### src/shared/i2c_seq_pkg.sv
// constants, types and layouts for the two-wire master command sequencer
//============================================================
package i2c_seq_pkg;
   //============================================================
   // register offsets
   localparam logic [7:0] ADDR_TIMEOUT = 8'hc3;
   localparam logic [7:0] ADDR_SLAVE = 8'hf4;
   localparam logic [7:0] ADDR_CTRL = 8'hf5;
   localparam logic [7:0] ADDR_PERIOD = 8'hf7;
   localparam logic [7:0] RESET_VAL = 8'h00;
   //============================================================
   // field positions
   localparam int CTRL_RUN = 0;
   localparam int CTRL_START = 1;
   localparam int CTRL_STOP = 2;
   localparam int CTRL_ACK = 3;
   localparam int CTRL_HS = 4;
   localparam int CTRL_CLEAR = 7;
   localparam int STAT_BUSY = 0;
   localparam int STAT_ERROR = 1;
   localparam int STAT_IDLE = 5;
   localparam int DIR_BIT = 0;
   localparam int TO_EN_BIT = 7;
   localparam int TO_FLAG_BIT = 7;
   //============================================================
   // timing factors
   localparam int BIT_TIME_MULT = 8;
   localparam int TO_MULT = 2;
   //============================================================
   // types
   typedef enum logic [1:0] {MODE_IDLE, MODE_TX, MODE_RX} mode_e;
   typedef enum logic [1:0] {SEQ_IDLE, SEQ_START, SEQ_DATA, SEQ_STOP} seq_e;
   typedef enum logic [2:0] {STEP_NONE, STEP_START, STEP_SEND, STEP_RECV, STEP_STOP} step_kind_e;
   typedef struct packed {
      step_kind_e kind;
      logic ack;
      logic repeated;
   } step_s;
   typedef struct packed {
      logic hs;
      logic dir;
      logic ack;
      logic stop;
      logic start;
      logic run;
   } cmd_s;
   typedef struct packed {
      logic legal;
      logic start;
      logic data;
      logic rx;
      logic ack;
      logic stop;
      mode_e next;
   } plan_s;
   typedef struct packed {
      logic wr;
      logic rd;
      logic [7:0] addr;
      logic [7:0] wdata;
   } reg_req_s;
endpackage

### src/hw/i2c_master_command_sequencer.sv
// two-wire master command decoder, step sequencer and bus timeout watchdog
//
// The implementer's own choice: strobed register access.
`timescale 1ns/1ps
module i2c_master_command_sequencer #(
   parameter int PERIOD_W = 8,
   parameter int SETTING_W = 7
) (
   input wire logic ref_clk_in,
   input wire logic rstn_in,
   input wire i2c_seq_pkg::reg_req_s reg_in,
   output logic [7:0] rdata_out,
   input wire logic step_done_in,
   input wire logic step_error_in,
   output logic step_valid_out,
   output i2c_seq_pkg::step_s step_out,
   output logic [6:0] slave_addr_out,
   output logic irq_out
);
   localparam int PW = PERIOD_W + 3;
   localparam int BW = SETTING_W + 1;

   //============================================================
   // parameter check
   if (PERIOD_W != 8 || SETTING_W != 7) begin : g_chk
      $error("register fields must be 8 and 7 bits wide");
   end

   //============================================================
   // command decoder
   function automatic i2c_seq_pkg::plan_s decode(i2c_seq_pkg::mode_e m,
                                                 i2c_seq_pkg::cmd_s c);
      i2c_seq_pkg::plan_s p;
      p = '0;
      p.next = m;
      if (!c.hs) begin
         if (m == i2c_seq_pkg::MODE_IDLE) begin
            if (c.start && c.run) begin
               p.legal = !(c.dir && c.ack && c.stop);
               p.start = 1'b1;
               p.data = 1'b1;
               p.rx = c.dir;
               p.ack = c.dir & c.ack;
               p.stop = c.stop;
            end
         end else if (!c.start) begin
            if (c.stop && !c.run) begin
               p.legal = 1'b1;
               p.stop = 1'b1;
            end else if (c.run) begin
               p.data = 1'b1;
               p.rx = (m == i2c_seq_pkg::MODE_RX);
               p.ack = p.rx & c.ack;
               p.stop = c.stop;
               p.legal = !(p.rx && c.ack && c.stop);
            end
         end else if (c.run) begin
            p.legal = !(c.dir && c.ack && c.stop);
            p.start = 1'b1;
            p.data = 1'b1;
            p.rx = c.dir;
            p.ack = c.dir & c.ack;
            p.stop = c.stop;
            if (m == i2c_seq_pkg::MODE_TX && c.dir && !c.ack && c.stop) begin
               p.rx = 1'b0;
            end
         end
         if (p.stop) begin
            p.next = i2c_seq_pkg::MODE_IDLE;
         end else if (p.data) begin
            p.next = p.rx ? i2c_seq_pkg::MODE_RX : i2c_seq_pkg::MODE_TX;
         end
         if (m == i2c_seq_pkg::MODE_TX && c.start && c.dir && !c.ack && !c.stop) begin
            p.next = i2c_seq_pkg::MODE_TX;
         end
      end
      return p;
   endfunction

   //============================================================
   // register write decode
   logic wr_ctrl;
   logic wr_to;
   logic clear_q;
   logic [7:0] slave_q;
   logic [PERIOD_W-1:0] period_q;
   logic to_en_q;
   logic [SETTING_W-1:0] to_set_q;
   i2c_seq_pkg::cmd_s cmd;
   i2c_seq_pkg::plan_s plan;
   i2c_seq_pkg::plan_s plan_q;
   i2c_seq_pkg::mode_e mode_q;
   i2c_seq_pkg::seq_e seq_q;
   logic cmd_go;
   logic finish;
   logic eng_abort;
   logic to_fire;
   logic error_q;
   logic flag_q;
   logic busy;

   assign wr_ctrl = reg_in.wr && reg_in.addr == i2c_seq_pkg::ADDR_CTRL;
   assign wr_to = reg_in.wr && reg_in.addr == i2c_seq_pkg::ADDR_TIMEOUT;
   assign cmd.hs = reg_in.wdata[i2c_seq_pkg::CTRL_HS];
   assign cmd.dir = slave_q[i2c_seq_pkg::DIR_BIT];
   assign cmd.ack = reg_in.wdata[i2c_seq_pkg::CTRL_ACK];
   assign cmd.stop = reg_in.wdata[i2c_seq_pkg::CTRL_STOP];
   assign cmd.start = reg_in.wdata[i2c_seq_pkg::CTRL_START];
   assign cmd.run = reg_in.wdata[i2c_seq_pkg::CTRL_RUN];
   assign plan = decode(mode_q, cmd);
   assign busy = seq_q != i2c_seq_pkg::SEQ_IDLE;
   assign cmd_go = wr_ctrl && !reg_in.wdata[i2c_seq_pkg::CTRL_CLEAR] && !busy
                   && !clear_q && plan.legal;
   assign eng_abort = busy && step_done_in && step_error_in;
   assign finish = busy && step_done_in && !step_error_in
                   && (seq_q == i2c_seq_pkg::SEQ_STOP
                       || (seq_q == i2c_seq_pkg::SEQ_DATA && !plan_q.stop));

   //============================================================
   // software registers
   always_ff @(posedge ref_clk_in) begin
      if (!rstn_in) begin
         clear_q <= 1'b0;
      end else begin
         clear_q <= wr_ctrl && reg_in.wdata[i2c_seq_pkg::CTRL_CLEAR];
      end
   end

   always_ff @(posedge ref_clk_in) begin
      if (!rstn_in) begin
         slave_q <= i2c_seq_pkg::RESET_VAL;
         period_q <= PERIOD_W'(i2c_seq_pkg::RESET_VAL);
         to_en_q <= 1'b0;
         to_set_q <= SETTING_W'(i2c_seq_pkg::RESET_VAL);
      end else begin
         if (reg_in.wr && reg_in.addr == i2c_seq_pkg::ADDR_SLAVE) begin
            slave_q <= reg_in.wdata;
         end
         if (reg_in.wr && reg_in.addr == i2c_seq_pkg::ADDR_PERIOD) begin
            period_q <= reg_in.wdata[PERIOD_W-1:0];
         end
         if (wr_to) begin
            to_en_q <= reg_in.wdata[i2c_seq_pkg::TO_EN_BIT];
            to_set_q <= reg_in.wdata[SETTING_W-1:0];
         end
      end
   end

   always_ff @(posedge ref_clk_in) begin
      if (!rstn_in) begin
         rdata_out <= 8'h00;
      end else if (reg_in.rd) begin
         case (reg_in.addr)
            i2c_seq_pkg::ADDR_CTRL: begin
               rdata_out <= 8'h00;
               rdata_out[i2c_seq_pkg::CTRL_CLEAR] <= clear_q;
               rdata_out[i2c_seq_pkg::STAT_IDLE] <= mode_q == i2c_seq_pkg::MODE_IDLE;
               rdata_out[i2c_seq_pkg::STAT_ERROR] <= error_q;
               rdata_out[i2c_seq_pkg::STAT_BUSY] <= busy;
            end
            i2c_seq_pkg::ADDR_TIMEOUT: rdata_out <= {flag_q, to_set_q};
            i2c_seq_pkg::ADDR_SLAVE: rdata_out <= slave_q;
            i2c_seq_pkg::ADDR_PERIOD: rdata_out <= period_q;
            default: rdata_out <= 8'h00;
         endcase
      end else begin
         rdata_out <= 8'h00;
      end
   end

   assign slave_addr_out = slave_q[7:1];

   //============================================================
   // step sequencer
   always_ff @(posedge ref_clk_in) begin
      if (!rstn_in || clear_q) begin
         seq_q <= i2c_seq_pkg::SEQ_IDLE;
         plan_q <= '0;
         step_out <= '0;
      end else if (eng_abort || to_fire) begin
         seq_q <= i2c_seq_pkg::SEQ_IDLE;
         step_out <= '0;
      end else begin
         case (seq_q)
            i2c_seq_pkg::SEQ_IDLE: begin
               if (cmd_go) begin
                  plan_q <= plan;
                  step_out.ack <= plan.ack;
                  step_out.repeated <= mode_q != i2c_seq_pkg::MODE_IDLE;
                  if (plan.start) begin
                     seq_q <= i2c_seq_pkg::SEQ_START;
                     step_out.kind <= i2c_seq_pkg::STEP_START;
                  end else if (plan.data) begin
                     seq_q <= i2c_seq_pkg::SEQ_DATA;
                     step_out.kind <= plan.rx ? i2c_seq_pkg::STEP_RECV
                                              : i2c_seq_pkg::STEP_SEND;
                  end else begin
                     seq_q <= i2c_seq_pkg::SEQ_STOP;
                     step_out.kind <= i2c_seq_pkg::STEP_STOP;
                  end
               end
            end
            i2c_seq_pkg::SEQ_START: begin
               if (step_done_in) begin
                  seq_q <= i2c_seq_pkg::SEQ_DATA;
                  step_out.kind <= plan_q.rx ? i2c_seq_pkg::STEP_RECV
                                             : i2c_seq_pkg::STEP_SEND;
               end
            end
            i2c_seq_pkg::SEQ_DATA: begin
               if (step_done_in && plan_q.stop) begin
                  seq_q <= i2c_seq_pkg::SEQ_STOP;
                  step_out.kind <= i2c_seq_pkg::STEP_STOP;
               end else if (step_done_in) begin
                  seq_q <= i2c_seq_pkg::SEQ_IDLE;
                  step_out <= '0;
               end
            end
            i2c_seq_pkg::SEQ_STOP: begin
               if (step_done_in) begin
                  seq_q <= i2c_seq_pkg::SEQ_IDLE;
                  step_out <= '0;
               end
            end
            default: seq_q <= i2c_seq_pkg::SEQ_IDLE;
         endcase
      end
   end

   assign step_valid_out = busy;

   //============================================================
   // master mode
   always_ff @(posedge ref_clk_in) begin
      if (!rstn_in || clear_q) begin
         mode_q <= i2c_seq_pkg::MODE_IDLE;
      end else if (eng_abort || to_fire) begin
         mode_q <= i2c_seq_pkg::MODE_IDLE;
      end else if (finish) begin
         mode_q <= plan_q.next;
      end
   end

   //============================================================
   // error status and interrupt
   always_ff @(posedge ref_clk_in) begin
      if (!rstn_in || clear_q) begin
         error_q <= 1'b0;
      end else if (eng_abort) begin
         error_q <= 1'b1;
      end else if (cmd_go) begin
         error_q <= 1'b0;
      end
   end

   always_ff @(posedge ref_clk_in) begin
      if (!rstn_in) begin
         irq_out <= 1'b0;
      end else begin
         irq_out <= finish || eng_abort || to_fire;
      end
   end

   //============================================================
   // bus timeout watchdog
   logic [PW-1:0] presc_q;
   logic [PW-1:0] presc_lim;
   logic [BW-1:0] bt_q;
   logic [BW-1:0] bt_lim;
   logic bt_tick;

   assign presc_lim = PW'((int'(period_q) + 1) * i2c_seq_pkg::BIT_TIME_MULT - 1);
   assign bt_lim = BW'((int'(to_set_q) + 1) * i2c_seq_pkg::TO_MULT - 1);
   assign bt_tick = presc_q == presc_lim;
   assign to_fire = to_en_q && busy && bt_tick && bt_q == bt_lim;

   always_ff @(posedge ref_clk_in) begin
      if (!rstn_in || clear_q || !to_en_q || !busy || to_fire) begin
         presc_q <= '0;
         bt_q <= '0;
      end else if (bt_tick) begin
         presc_q <= '0;
         bt_q <= bt_q + BW'(1);
      end else begin
         presc_q <= presc_q + PW'(1);
      end
   end

   always_ff @(posedge ref_clk_in) begin
      if (!rstn_in) begin
         flag_q <= 1'b0;
      end else if (to_fire) begin
         flag_q <= 1'b1;
      end else if (clear_q) begin
         flag_q <= 1'b0;
      end
   end
endmodule

### config.mk
export PLATFORM = sky130hd
export DESIGN_NAME = i2c_master_command_sequencer
export DESIGN_NICKNAME = d
export VERILOG_FILES = /design/src/shared/i2c_seq_pkg.sv /design/src/hw/i2c_master_command_sequencer.sv
export SDC_FILE = /design/constraint.sdc
export NUM_CORES = 1
export LEC_CHECK = 0
export BUFFER_PORTS_ARGS = -buffer_cell sky130_fd_sc_hd__buf_4
export CORE_UTILIZATION = 52
export CTS_CLUSTER_SIZE = 16
export DETAILED_ROUTE_END_ITERATION = 6
export HOLD_SLACK_MARGIN = 0.1
export PLACE_DENSITY = 0.75
export SETUP_SLACK_MARGIN = 0.02
export SKIP_CTS_REPAIR_TIMING = 1
export SLEW_MARGIN = 25
export SYNTH_ARGS = -nofsm -noshare
export SYNTH_HDL_FRONTEND = slang
export SYNTH_SLANG_ARGS = --single-unit
### constraint.sdc
create_clock -name ref_clk_in -period 2.7 [get_ports ref_clk_in]
set_clock_uncertainty 0.15 [all_clocks]
set_input_delay 0 -clock ref_clk_in [delete_from_list [all_inputs] [get_ports ref_clk_in]]
set_output_delay 0 -clock ref_clk_in [all_outputs]
set_load 0.005 [all_outputs]
# --- After elaboration in Yosys (flattened, before gate mapping) ---
# Cells that the tools add are included.
word_totals:
  out_inout_bits: 22
  register_bits: 68
  wordCells: 147
  inputBits: 22
classes:
  muxes: 41
  reduce_logical: 64
  bitwise: 3
  eq_ne: 14
  n_addsub: 6
op_table:
  columns: ["operator", "n"]
  rows:
  - ["== test 8 bit (second input constant)", 4]
  - ["one-hot mux 8 bit (4 select lines)", 1]
  - ["logical AND 1 bit", 31]
  - ["2-to-1 mux 6 bit", 4]
  - ["2-to-1 mux 2 bit", 10]
  - ["adder 8 x 1 -> 8 bit (second input constant)", 2]
  - ["2-to-1 mux 3 bit", 5]
  - ["2-to-1 mux 1 bit", 13]
  - ["zero test 1 bit", 12]
  - ["one-hot mux 3 bit (4 select lines)", 1]
  - ["adder 11 x 1 -> 11 bit (second input constant)", 1]
  - ["== test 11 bit", 1]
  - ["subtractor 11 x 1 -> 11 bit (second input constant)", 1]
  - ["2-to-1 mux 5 bit", 2]
  - ["== test 8 bit", 1]
  - ["logical OR 1 bit", 8]
  - ["2-to-1 mux 4 bit", 2]
  - ["2-to-1 mux 8 bit", 1]
  - ["one-hot mux 2 bit (4 select lines)", 1]
  - ["nonzero test 2 bit", 4]
  - ["subtractor 8 x 1 -> 8 bit (second input constant)", 1]
  - ["adder 7 x 1 -> 7 bit (second input constant)", 1]
  - ["== test 2 bit (second input constant)", 3]
  - ["!= test 2 bit (second input constant)", 3]
  - ["other kinds (9)", 15]

# --- Depth between registers and ports, before layout ---
# Gate-level depths: netlist of run 1.
depth:
  depth_word: 19
  mapped_depth: 9
  mapped_depth_nobuf: 8

# --- Worst setup path after synthesis of run 1 ---
# OpenSTA, ideal clock, no wires.
synth_path:
  path_kind: "register -> register"
  from: "register to_set_q[0]"
  to: "register mode_q[0]"
  stages_incl_launch_ff: 9
  setup_time_ns: 0.127
  required_ns: 2.423
  path_slack_ns: 0.223
  arrival_ns: 2.200
  path_cell_list: "dfxtp_1 -> ha_1 -> or4b_1 -> o22ai_1 -> xnor2_1 -> nand3_1 -> nor3_2 -> buf_4 -> nor3_1"
synth_between:
  elab_chain_len: 6
synth_lines:
  columns: ["item", "line", "source"]
  rows:
  - ["from (decl)", "i2c_master_command_sequencer.sv:88", "logic [SETTING_W-1:0] to_set_q;"]
  - ["from (signal assigned)", "i2c_master_command_sequencer.sv:134", "to_set_q <= SETTING_W'(i2c_seq_pkg::RESET_VAL);"]
  - ["from (signal assigned)", "i2c_master_command_sequencer.sv:144", "to_set_q <= reg_in.wdata[SETTING_W-1:0];"]
  - ["adder 7 x 1 -> 7 bit", "i2c_master_command_sequencer.sv:273", "assign bt_lim = BW'((int'(to_set_q) + 1) * i2c_seq_pkg::TO_MULT - 1);"]
  - ["subtractor 8 x 1 -> 8 bit", "i2c_master_command_sequencer.sv:273", null]
  - ["== test 8 bit", "i2c_master_command_sequencer.sv:275", "assign to_fire = to_en_q && busy && bt_tick && bt_q == bt_lim;"]
  - ["logical AND 1 bit", "i2c_master_command_sequencer.sv:275", null]
  - ["logical OR 1 bit", "i2c_master_command_sequencer.sv:237", "end else if (eng_abort || to_fire) begin"]
  - ["OR reduction 2 bit (no source line)", null, null]
  - ["to (signal assigned)", "i2c_master_command_sequencer.sv:236", "mode_q <= i2c_seq_pkg::MODE_IDLE;"]
  - ["to (signal assigned)", "i2c_master_command_sequencer.sv:238", "mode_q <= i2c_seq_pkg::MODE_IDLE;"]
  - ["to (signal assigned)", "i2c_master_command_sequencer.sv:240", "mode_q <= plan_q.next;"]
  - ["to (decl)", "i2c_master_command_sequencer.sv:92", "i2c_seq_pkg::mode_e mode_q;"]
# Every way passes these cells.
# A chain may end at the register's enable or synchronous reset.

# --- Worst setup path after layout of run 1 ---
layout_path:
  from: "register period_q[0]"
  to: "register bt_q[5]"
layout_between:
  elab_chain_len: 6
layout_lines:
  columns: ["item", "line", "source"]
  rows:
  - ["from (decl)", "i2c_master_command_sequencer.sv:86", "logic [PERIOD_W-1:0] period_q;"]
  - ["from (signal assigned)", "i2c_master_command_sequencer.sv:132", "period_q <= PERIOD_W'(i2c_seq_pkg::RESET_VAL);"]
  - ["from (signal assigned)", "i2c_master_command_sequencer.sv:140", "period_q <= reg_in.wdata[PERIOD_W-1:0];"]
  - ["adder 8 x 1 -> 8 bit *", "i2c_master_command_sequencer.sv:272", "assign presc_lim = PW'((int'(period_q) + 1) * i2c_seq_pkg::BIT_TIME_MULT - 1);"]
  - ["subtractor 11 x 1 -> 11 bit *", "i2c_master_command_sequencer.sv:272", null]
  - ["== test 11 bit *", "i2c_master_command_sequencer.sv:274", "assign bt_tick = presc_q == presc_lim;"]
  - ["logical AND 1 bit (2 in series)", "i2c_master_command_sequencer.sv:275", null]
  - ["logical OR 1 bit", "i2c_master_command_sequencer.sv:278", "if (!rstn_in || clear_q || !to_en_q || !busy || to_fire) begin"]
  - ["to (signal assigned)", "i2c_master_command_sequencer.sv:283", "bt_q <= bt_q + BW'(1);"]
  - ["to (decl)", "i2c_master_command_sequencer.sv:268", "logic [BW-1:0] bt_q;"]
# Every way passes the cells marked *; elsewhere a longest branch is shown, timed or not.

==> impl_metrics.toml, run 1 <==
[outcome]
status = "complete, no violations"

[finish]
register_area_um2 = 1360
drive_above_1_share_pct = 18.5
area_growth_pct = 25.7
multi_input_area_um2 = 2370
diodes = 0
utilization_pct = 67.3
final_area_um2 = 4860
fin_cells = 645
fin_nets = 568
fillers = 586

[clock_tree]
cts_buffer_depth = 2
clock-root-buffer = "clkbuf_8"
clock_latency_ns = 0.36
cts_tree = "yes"
cts-buffers-inserted = 9
clkTransAtPathRegs_ns = 0.09
htreeDepth = 3
numClockSinks = 68

[global_route]
track_usage_pct = 27.1
grt_pass1_vias = 3374
antenna_found_initial = 0
grt_max_degree = 31
gr-total-overflow = 0
grt_pass1_wl_um = 16300

[route]
finalWirelength_um = 10400
route.vias.total = 3812
firstDrtPassIters = 5
wl_per_cell_um = 16.1
via_per_inst = 5.91
drc = 0
first_iter_violations = 291
ant_nets = 0

[placed_design]
dp_slack_ns = 0.0465
postPlaceCellArea_um2 = 4300
gp_congestion = 0.873
placed_cells = 602
dpl.hpwl_um = 6920
numPortBuffers = 43

[floorplanning]
initial_core_util_pct = 53.6
rows = 31
core_area_um2 = 7210
die_area_um2 = 7780
die_y_um = 88.2
pin_count = 44
die_x_um = 88.2

[setup_path]
cp_max_fo = 9
r2r_start = "period_q[0]"
crit_arrival_ns = 2.66
r2r-end = "bt_q[5]"
r2r_cells = 7
path_class = "flop to flop"
regToRegSetupSlack_ns = 0.15
end_kind = "flop"
cp.required_ns = 2.81
start_kind = "flop"

[power_and_ir_drop]
ir_drop_v = 0.000313
power.leakage_nw = 1.72
p_per_area_nw_per_um2 = 434
power_mw = 2.11

[yosys]
synthFlopType = "dfxtp_1"
synth_top_cells_by_area = "dfxtp_1, xnor2_1, nand2_1, nand3_1, nor3_1"
synth_top_area_share_pct = 35.2
yosys_register_bits = 68
synth_edf_count = 0
syn-num-nets = 498
synth_cell_types = 61
synthesis.area_um2 = 3860
seq_area_frac_synth_pct = 35.2
syn_inst = 471
synth.avg_cell_area_um2 = 8.21
ys_async_sr_fraction_pct = 0
synth_top_area_cell = "dfxtp_1"
synth_common_cells = "dfxtp_1, nand2_1, nand3_1"
synth_warnings = 0
yosysMostFrequentCell = "dfxtp_1"

[sta]
tightest_slew_ns = 0.512
finalHoldViolations = 0
fin_crit_sh_pct = 94.3
min_period_ns = 2.55
setup_slack_ns = 0.153
finalSetupTns_ns = 0
hold_ws_ns = 0.0795
slew_viol_final = 0
rsz0062_at_grt = "false"
max_freq_ghz = 0.393
relSlewSlack_pct = 65.6
finalSetupViolations = 0

[min_path]
worstHoldPathCells = 6
min_from = "reg_in[14]"
hold_end = "rdata_out[5]"
hp-class = "primary input to flop"

[job]
max-cap-violations = 0
-- placed cells by master, fill, tap and decap left out, drive strengths merged, types with 12 or more instances in the layout --
| cell type | synthesis | final |
|---|---|---|
| xnor2 | 24 | 24 |
| nor3 | 36 | 36 |
| buf | 14 | 64 |
| nor2b | 14 | 14 |
| a21oi | 30 | 30 |
| dfxtp | 68 | 68 |
| inv | 8 | 12 |
| nand2 | 50 | 50 |
| dlygate4sd3 | 0 | 26 |
| xor2 | 13 | 13 |
| nand3 | 36 | 36 |
| nor2 | 26 | 26 |
| a21boi | 19 | 19 |
-- where the power goes --
group	total [mW]	internal (mW)	switching, mW
Combinational	0.110	0.0534	0.0567
Sequential	1.00	1.00	0.000644
Clock	0.997	0.536	0.461
-- how the worst max path moves through the flow --
stage	start	endpoint	slack, ns	depth (start not counted)
6_report	period_q[0]	bt_q[5]	0.15	7
3_3_place_gp	period_q[0]	bt_q[7]	0.17	8
4_1_cts	period_q[0]	bt_q[7]	0.04	8
5_1_grt	period_q[2]	bt_q[5]	0.001	8
3_5_place_dp	period_q[0]	bt_q[5]	0.05	8
2_1_floorplan	to_set_q[0]	mode_q[0]	0.22	8
-- cell families (layout without fill, tap and decap cells) --
family	Yosys count	count (layout)	synth area share (%)
compound gates	102	102	17.7
xor+xnor	37	37	8.38
fa+ha+maj	5	5	1.62
buf+inv	39	114	5.05
flops	68	68	35.2
mux	10	10	2.59
simple gates	210	210	29.4
-- cell type report --
| type | instances | area share, % |
|---|---|---|
| clock inverter | 7 | 2.16 |
| tap | 99 | 2.55 |
| inverter | 8 | 0.618 |
| timing repair buffer | 90 | 15.2 |
| sequential | 68 | 28.0 |
| clock buffer | 9 | 2.55 |
| multi-input combinational | 364 | 48.9 |
-- metal layers --
layer / track usage (%) / wire length [um] / up-vias
met4: 13.0 / 243 / 0
met5: 0 / 0 / -
met2: 41.0 / 4920 / 165
met1: 36.3 / 4500 / 1770
li1: - / - / 1850
met3: 6.44 / 717 / 27
-- state kept, by name, summed over array words and instances, names as in the netlist --
signal,count
bt_q,8
clear_q,1
error_q,1
flag_q,1
irq_out,1
mode_q,2
period_q,8
plan_q,4
presc_q,11
rdata_out,8
seq_q,2
slave_q,8
step_out,5
to_en_q,1
to_set_q,7
-- worst max-delay path, stage by stage (launching register included) --
cell and delay (ns):
dfxtp_1 0.39, ha_2 0.24, or4b_1 0.45, o21ai_1 0.18, xnor2_1 0.20, nand4_4 0.21, o41ai_1 0.38, a21bo_1 0.24
(Power assumes the default switching activity.)
==> run 2, diff against run 1 <==
==> constraint.sdc (replaced) <==
create_clock -name ref_clk_in -period 2.7 [get_ports ref_clk_in]
set_clock_uncertainty 0.15 [all_clocks]
set_input_delay 0.27 -clock ref_clk_in [delete_from_list [all_inputs] [get_ports ref_clk_in]]
set_output_delay 0.27 -clock ref_clk_in [all_outputs]
set_load 0.005 [all_outputs]
==> run 2 against run 1 <==
  * Fmax down 0.17%
  * Die area is the same
  * Cell count shrank 2.9%
  * Clock power decreased by 26%
  * Global-route usage fell by 0.074 points
  * Largest cell class unchanged
  * Critical endpoint is now bt_q[7]
  * The flow now finishes with violations (design-rule violations)
  * Utilization shrank 3.5 points
==> impl_metrics.toml, run 2 (same netlist as run 1, synthesis figures left out) <==
[outcome]
violations = "design-rule violations"
status = "finished, violations left"

[global_route]
grt_pass1_vias = 3423
antenna_found_initial = 0
grt_max_degree = 31
track_usage_pct = 27.0
grt_pass1_wl_um = 16300
gr-total-overflow = 0

[setup_path]
slowest_delay_ns = 0.39
cp_slowest_cell = "dfxtp_1"
start_kind = "flop"
cp_max_fo = 7
cp.required_ns = 2.79
crit_chain = "ha_2, and3_1, xnor2_1, xor2_1, xnor2_2, nand4_4, o41ai_2, a21bo_1"
end_kind = "flop"
crit_arrival_ns = 2.64
path_class = "flop to flop"

[clock_tree]
clock-root-buffer = "clkbuf_8"
htreeDepth = 3
cts_tree = "yes"
cts-buffers-inserted = 9
numClockSinks = 68
clkTransAtPathRegs_ns = 0.08
clock_latency_ns = 0.35
cts_buffer_depth = 2

[finish]
utilization_pct = 63.8
regMostFlops = "presc_q"
fin_nets = 550
final_cell_mix = "dfxtp_1, buf_4, nand2_1, nand3_1, nor3_1"
area_growth_pct = 19.2
fillers = 647
diodes = 0
final_area_um2 = 4610
layout_commonest_cell = "dfxtp_1"
fin_cells = 626
drive_above_1_share_pct = 18.8
largest_reg_flops = 11

[floorplanning]
rows = 31
pin_count = 44
die_area_um2 = 7780
initial_core_util_pct = 53.6
die_x_um = 88.2
core_area_um2 = 7210
die_y_um = 88.2

[sta]
finalSetupViolations = 0
relSlewSlack_pct = 65.7
finalHoldViolations = 0
slew_viol_final = 0
tightest_slew_ns = 0.511
fin_crit_sh_pct = 94.5
max_freq_ghz = 0.392
min_period_ns = 2.55
hold_ws_ns = 0.112
finalSetupTns_ns = 0
setup_slack_ns = 0.149

[placed_design]
dpl.hpwl_um = 6880
dp_slack_ns = 0.0484
gp_congestion = 0.869
postPlaceCellArea_um2 = 4300
placed_cells = 602
numPortBuffers = 43

[job]
max-cap-violations = 0

[route]
ant_nets = 0
first_iter_violations = 253
wl_per_cell_um = 15.8
route.vias.total = 3675
via_per_inst = 5.87
firstDrtPassIters = 7
drc = 6
finalWirelength_um = 9910

[power_and_ir_drop]
p_per_area_nw_per_um2 = 399
ir_drop_v = 0.000284
power_mw = 1.84
power.leakage_nw = 1.61

[min_path]
hp-class = "primary input to flop"
## run 2: cell types whose count changed in the layout (fill, tap and decap cells not counted), moves of 2 or more
cell	previous run	this run
dlygate4sd3_1	26	7
inv_6	3	1
clkinv_2	0	2
clkinvlp_4	1	3
bufinv_16	2	0
## run 2: routing by layer
metal,vias up,GRT usage [%],share of wire [%]
li1,1802,-,-
met1,1713,36.8,46
met5,-,0,0
met4,0,12.0,2.2
met3,24,5.32,6.0
met2,136,41.5,46
## run 2: layout make-up
class | instances | area (um2) | area share [%]
Sequential cell | 68 | 1360 | 29.6
Clock inverter | 6 | 41.3 | 0.896
Timing Repair Buffer | 72 | 558 | 12.1
Clock buffer | 9 | 124 | 2.69
Inverter | 8 | 30.0 | 0.652
Tap cell | 99 | 124 | 2.69
Multi-Input combinational cell | 364 | 2370 | 51.4
## run 2: final timing paths
path | start | end | slack, ns | cells after the start
worst min register to register | presc_q[0] | presc_q[0] | 0.32 | 1
worst max register to register | period_q[0] | bt_q[7] | 0.15 | 8
worst max-delay path | period_q[0] | bt_q[7] | 0.15 | 8
worst min-delay path | reg_in[0] | period_q[0] | 0.11 | 3
## run 2: report_power, final
group / switching, mW / internal (mW) / total [mW]
Combinational: 0.0532 / 0.0437 / 0.0969
Clock: 0.408 / 0.327 / 0.736
Sequential: 0.000669 / 1.00 / 1.00
Total: 0.462 / 1.37 / 1.84
## run 2: critical path: cells and delay by family, from the launching register on
family	cells	cell delay [ns]
AND/OR/NAND/NOR	2	0.44
XOR/XNOR	3	0.63
adder cells (fa/ha/maj)	1	0.26
AO/OA/AOI/OAI	2	0.57
flip-flops	1	0.39
==> run 3, diff against run 2 <==
--- a/config.mk
+++ b/config.mk
@@ -10,7 +10,7 @@
 export CTS_CLUSTER_SIZE = 16
 export DETAILED_ROUTE_END_ITERATION = 6
 export HOLD_SLACK_MARGIN = 0.1
-export PLACE_DENSITY = 0.75
+export PLACE_DENSITY = 0.72
 export SETUP_SLACK_MARGIN = 0.02
 export SKIP_CTS_REPAIR_TIMING = 1
 export SLEW_MARGIN = 25
==> constraint.sdc (replaced) <==
create_clock -name ref_clk_in -period 2.6 [get_ports ref_clk_in]
set_clock_uncertainty 0.15 [all_clocks]
set_input_delay 0.26 -clock ref_clk_in [delete_from_list [all_inputs] [get_ports ref_clk_in]]
set_output_delay 0.26 -clock ref_clk_in [all_outputs]
set_load 0.005 [all_outputs]
==> run 3 against run 2 <==
  * The flow now finishes without violations
  * Critical path depth down 1
  * Fmax rose by 2.1%
  * Sequential share of layout area is 0.57 points lower
  * Final area is 2.4% higher
==> impl_metrics.toml, run 3 (same netlist as run 1, synthesis figures left out) <==
[setup_path]
slowest_delay_ns = 0.45
path_class = "flop to flop"
cp_max_fo = 6
cp_slowest_cell = "or4b_1"
start_kind = "flop"
cp.required_ns = 2.69
crit_chain = "ha_2, or4b_1, o21ai_2, xnor2_1, nand4_2, o41ai_2, a21bo_1"
r2r_cells = 7
end_kind = "flop"
crit_arrival_ns = 2.59

[sta]
relSlewSlack_pct = 61.7
slew_viol_final = 0
min_period_ns = 2.50
hold_ws_ns = 0.101
setup_slack_ns = 0.100
finalSetupViolations = 0
max_freq_ghz = 0.400
rsz0062_at_grt = "true"
tightest_slew_ns = 0.570
fin_crit_sh_pct = 96.1
finalSetupTns_ns = 0
finalHoldViolations = 0

[route]
firstDrtPassIters = 5
drc = 0
first_iter_violations = 209
finalWirelength_um = 10100
ant_nets = 0
wl_per_cell_um = 15.9
route.vias.total = 3719
via_per_inst = 5.87

[power_and_ir_drop]
switchingPower_mw = 0.507
switching_share_pct = 26.0
combPwrFrac_pct = 5.1
pwr-share-seq_pct = 53.3
power_mw = 1.95
power.leakage_nw = 1.67
clockPowerShare_pct = 41.6
intPower_mw = 1.44
ir_drop_v = 0.000241
p_per_area_nw_per_um2 = 414

[finish]
drive_above_1_share_pct = 21.7
diodes = 0
largest_reg_flops = 11
area_growth_pct = 22.0
fin_nets = 557
layout_commonest_cell = "buf_4"
final_area_um2 = 4720
final_cell_mix = "buf_4, dfxtp_1, nand2_1, nand3_1, nor3_1"
fin_cells = 634
regMostFlops = "presc_q"
utilization_pct = 65.4

[floorplanning]
die_x_um = 88.2
initial_core_util_pct = 53.6
core_area_um2 = 7210
die_area_um2 = 7780
pin_count = 44
rows = 31
die_y_um = 88.2

[clock_tree]
numClockSinks = 68
htreeDepth = 3
cts-buffers-inserted = 9
cts_buffer_depth = 2
clock_latency_ns = 0.35
cts_tree = "yes"
clkTransAtPathRegs_ns = 0.09
clock-root-buffer = "clkbuf_8"

[placed_design]
dpl.hpwl_um = 6970
postPlaceCellArea_um2 = 4360
gp_congestion = 0.852
placed_cells = 610
dp_slack_ns = 0.0615
numPortBuffers = 43

[global_route]
antenna_found_initial = 0
track_usage_pct = 26.2
grt_pass1_wl_um = 15900
gr-total-overflow = 0
grt_max_degree = 31
grt_pass1_vias = 3260

[min_path]
worstHoldPathCells = 3
hp-class = "primary input to flop"

[outcome]
status = "complete, no violations"

[job]
max-cap-violations = 0
[run 3: cell types whose count changed in the layout (fill, tap and decap cells not counted), sizes merged]
| cell | previous run | this run |
|---|---|---|
| clkinvlp | 3 | 1 |
| inv | 9 | 12 |
| buf | 65 | 72 |
[run 3: final timing paths]
check,start,slack [ns],end
worst max-delay path,period_q[1],0.10,bt_q[5]
worst min register to register,presc_q[0],0.32,presc_q[0]
worst min-delay path,reg_in[1],0.10,period_q[1]
worst max register to register,period_q[1],0.10,bt_q[5]
[run 3: final cells by class]
| type | instances | area (um2) |
|---|---|---|
| clock buffer | 9 | 124 |
| clock inverter | 7 | 56.3 |
| fill | 616 | 2500 |
| inverter | 8 | 30.0 |
| multi-input combinational | 364 | 2400 |
| sequential | 68 | 1370 |
| tap | 99 | 124 |
| timing repair buffer | 79 | 618 |
[run 3: worst max-delay path: cells and delay by family, from the launching register on]
kind,cells,cell delay (ns)
fa+ha+maj,1,0.19
simple gates,2,0.73
xor+xnor,1,0.18
compound gates,3,0.76
flops,1,0.38
[run 3: power groups by stage]
stage	clock, mW	sequential [mW]	combinational [mW]
floorplan	0	1.07	0.0428
global placement	0	1.07	0.0888
detailed placement	0	1.07	0.0900
CTS	0.825	1.04	0.0902
global route	0.866	1.04	0.106
finish	0.811	1.04	0.100
[run 3: metal layers]
metal	wire (um)	up-vias	global-route usage, %
met4	203	0	9.97
met1	4700	1758	36.3
met2	4740	111	40.6
li1	-	1831	-
met3	451	19	5.04
met5	0	-	0
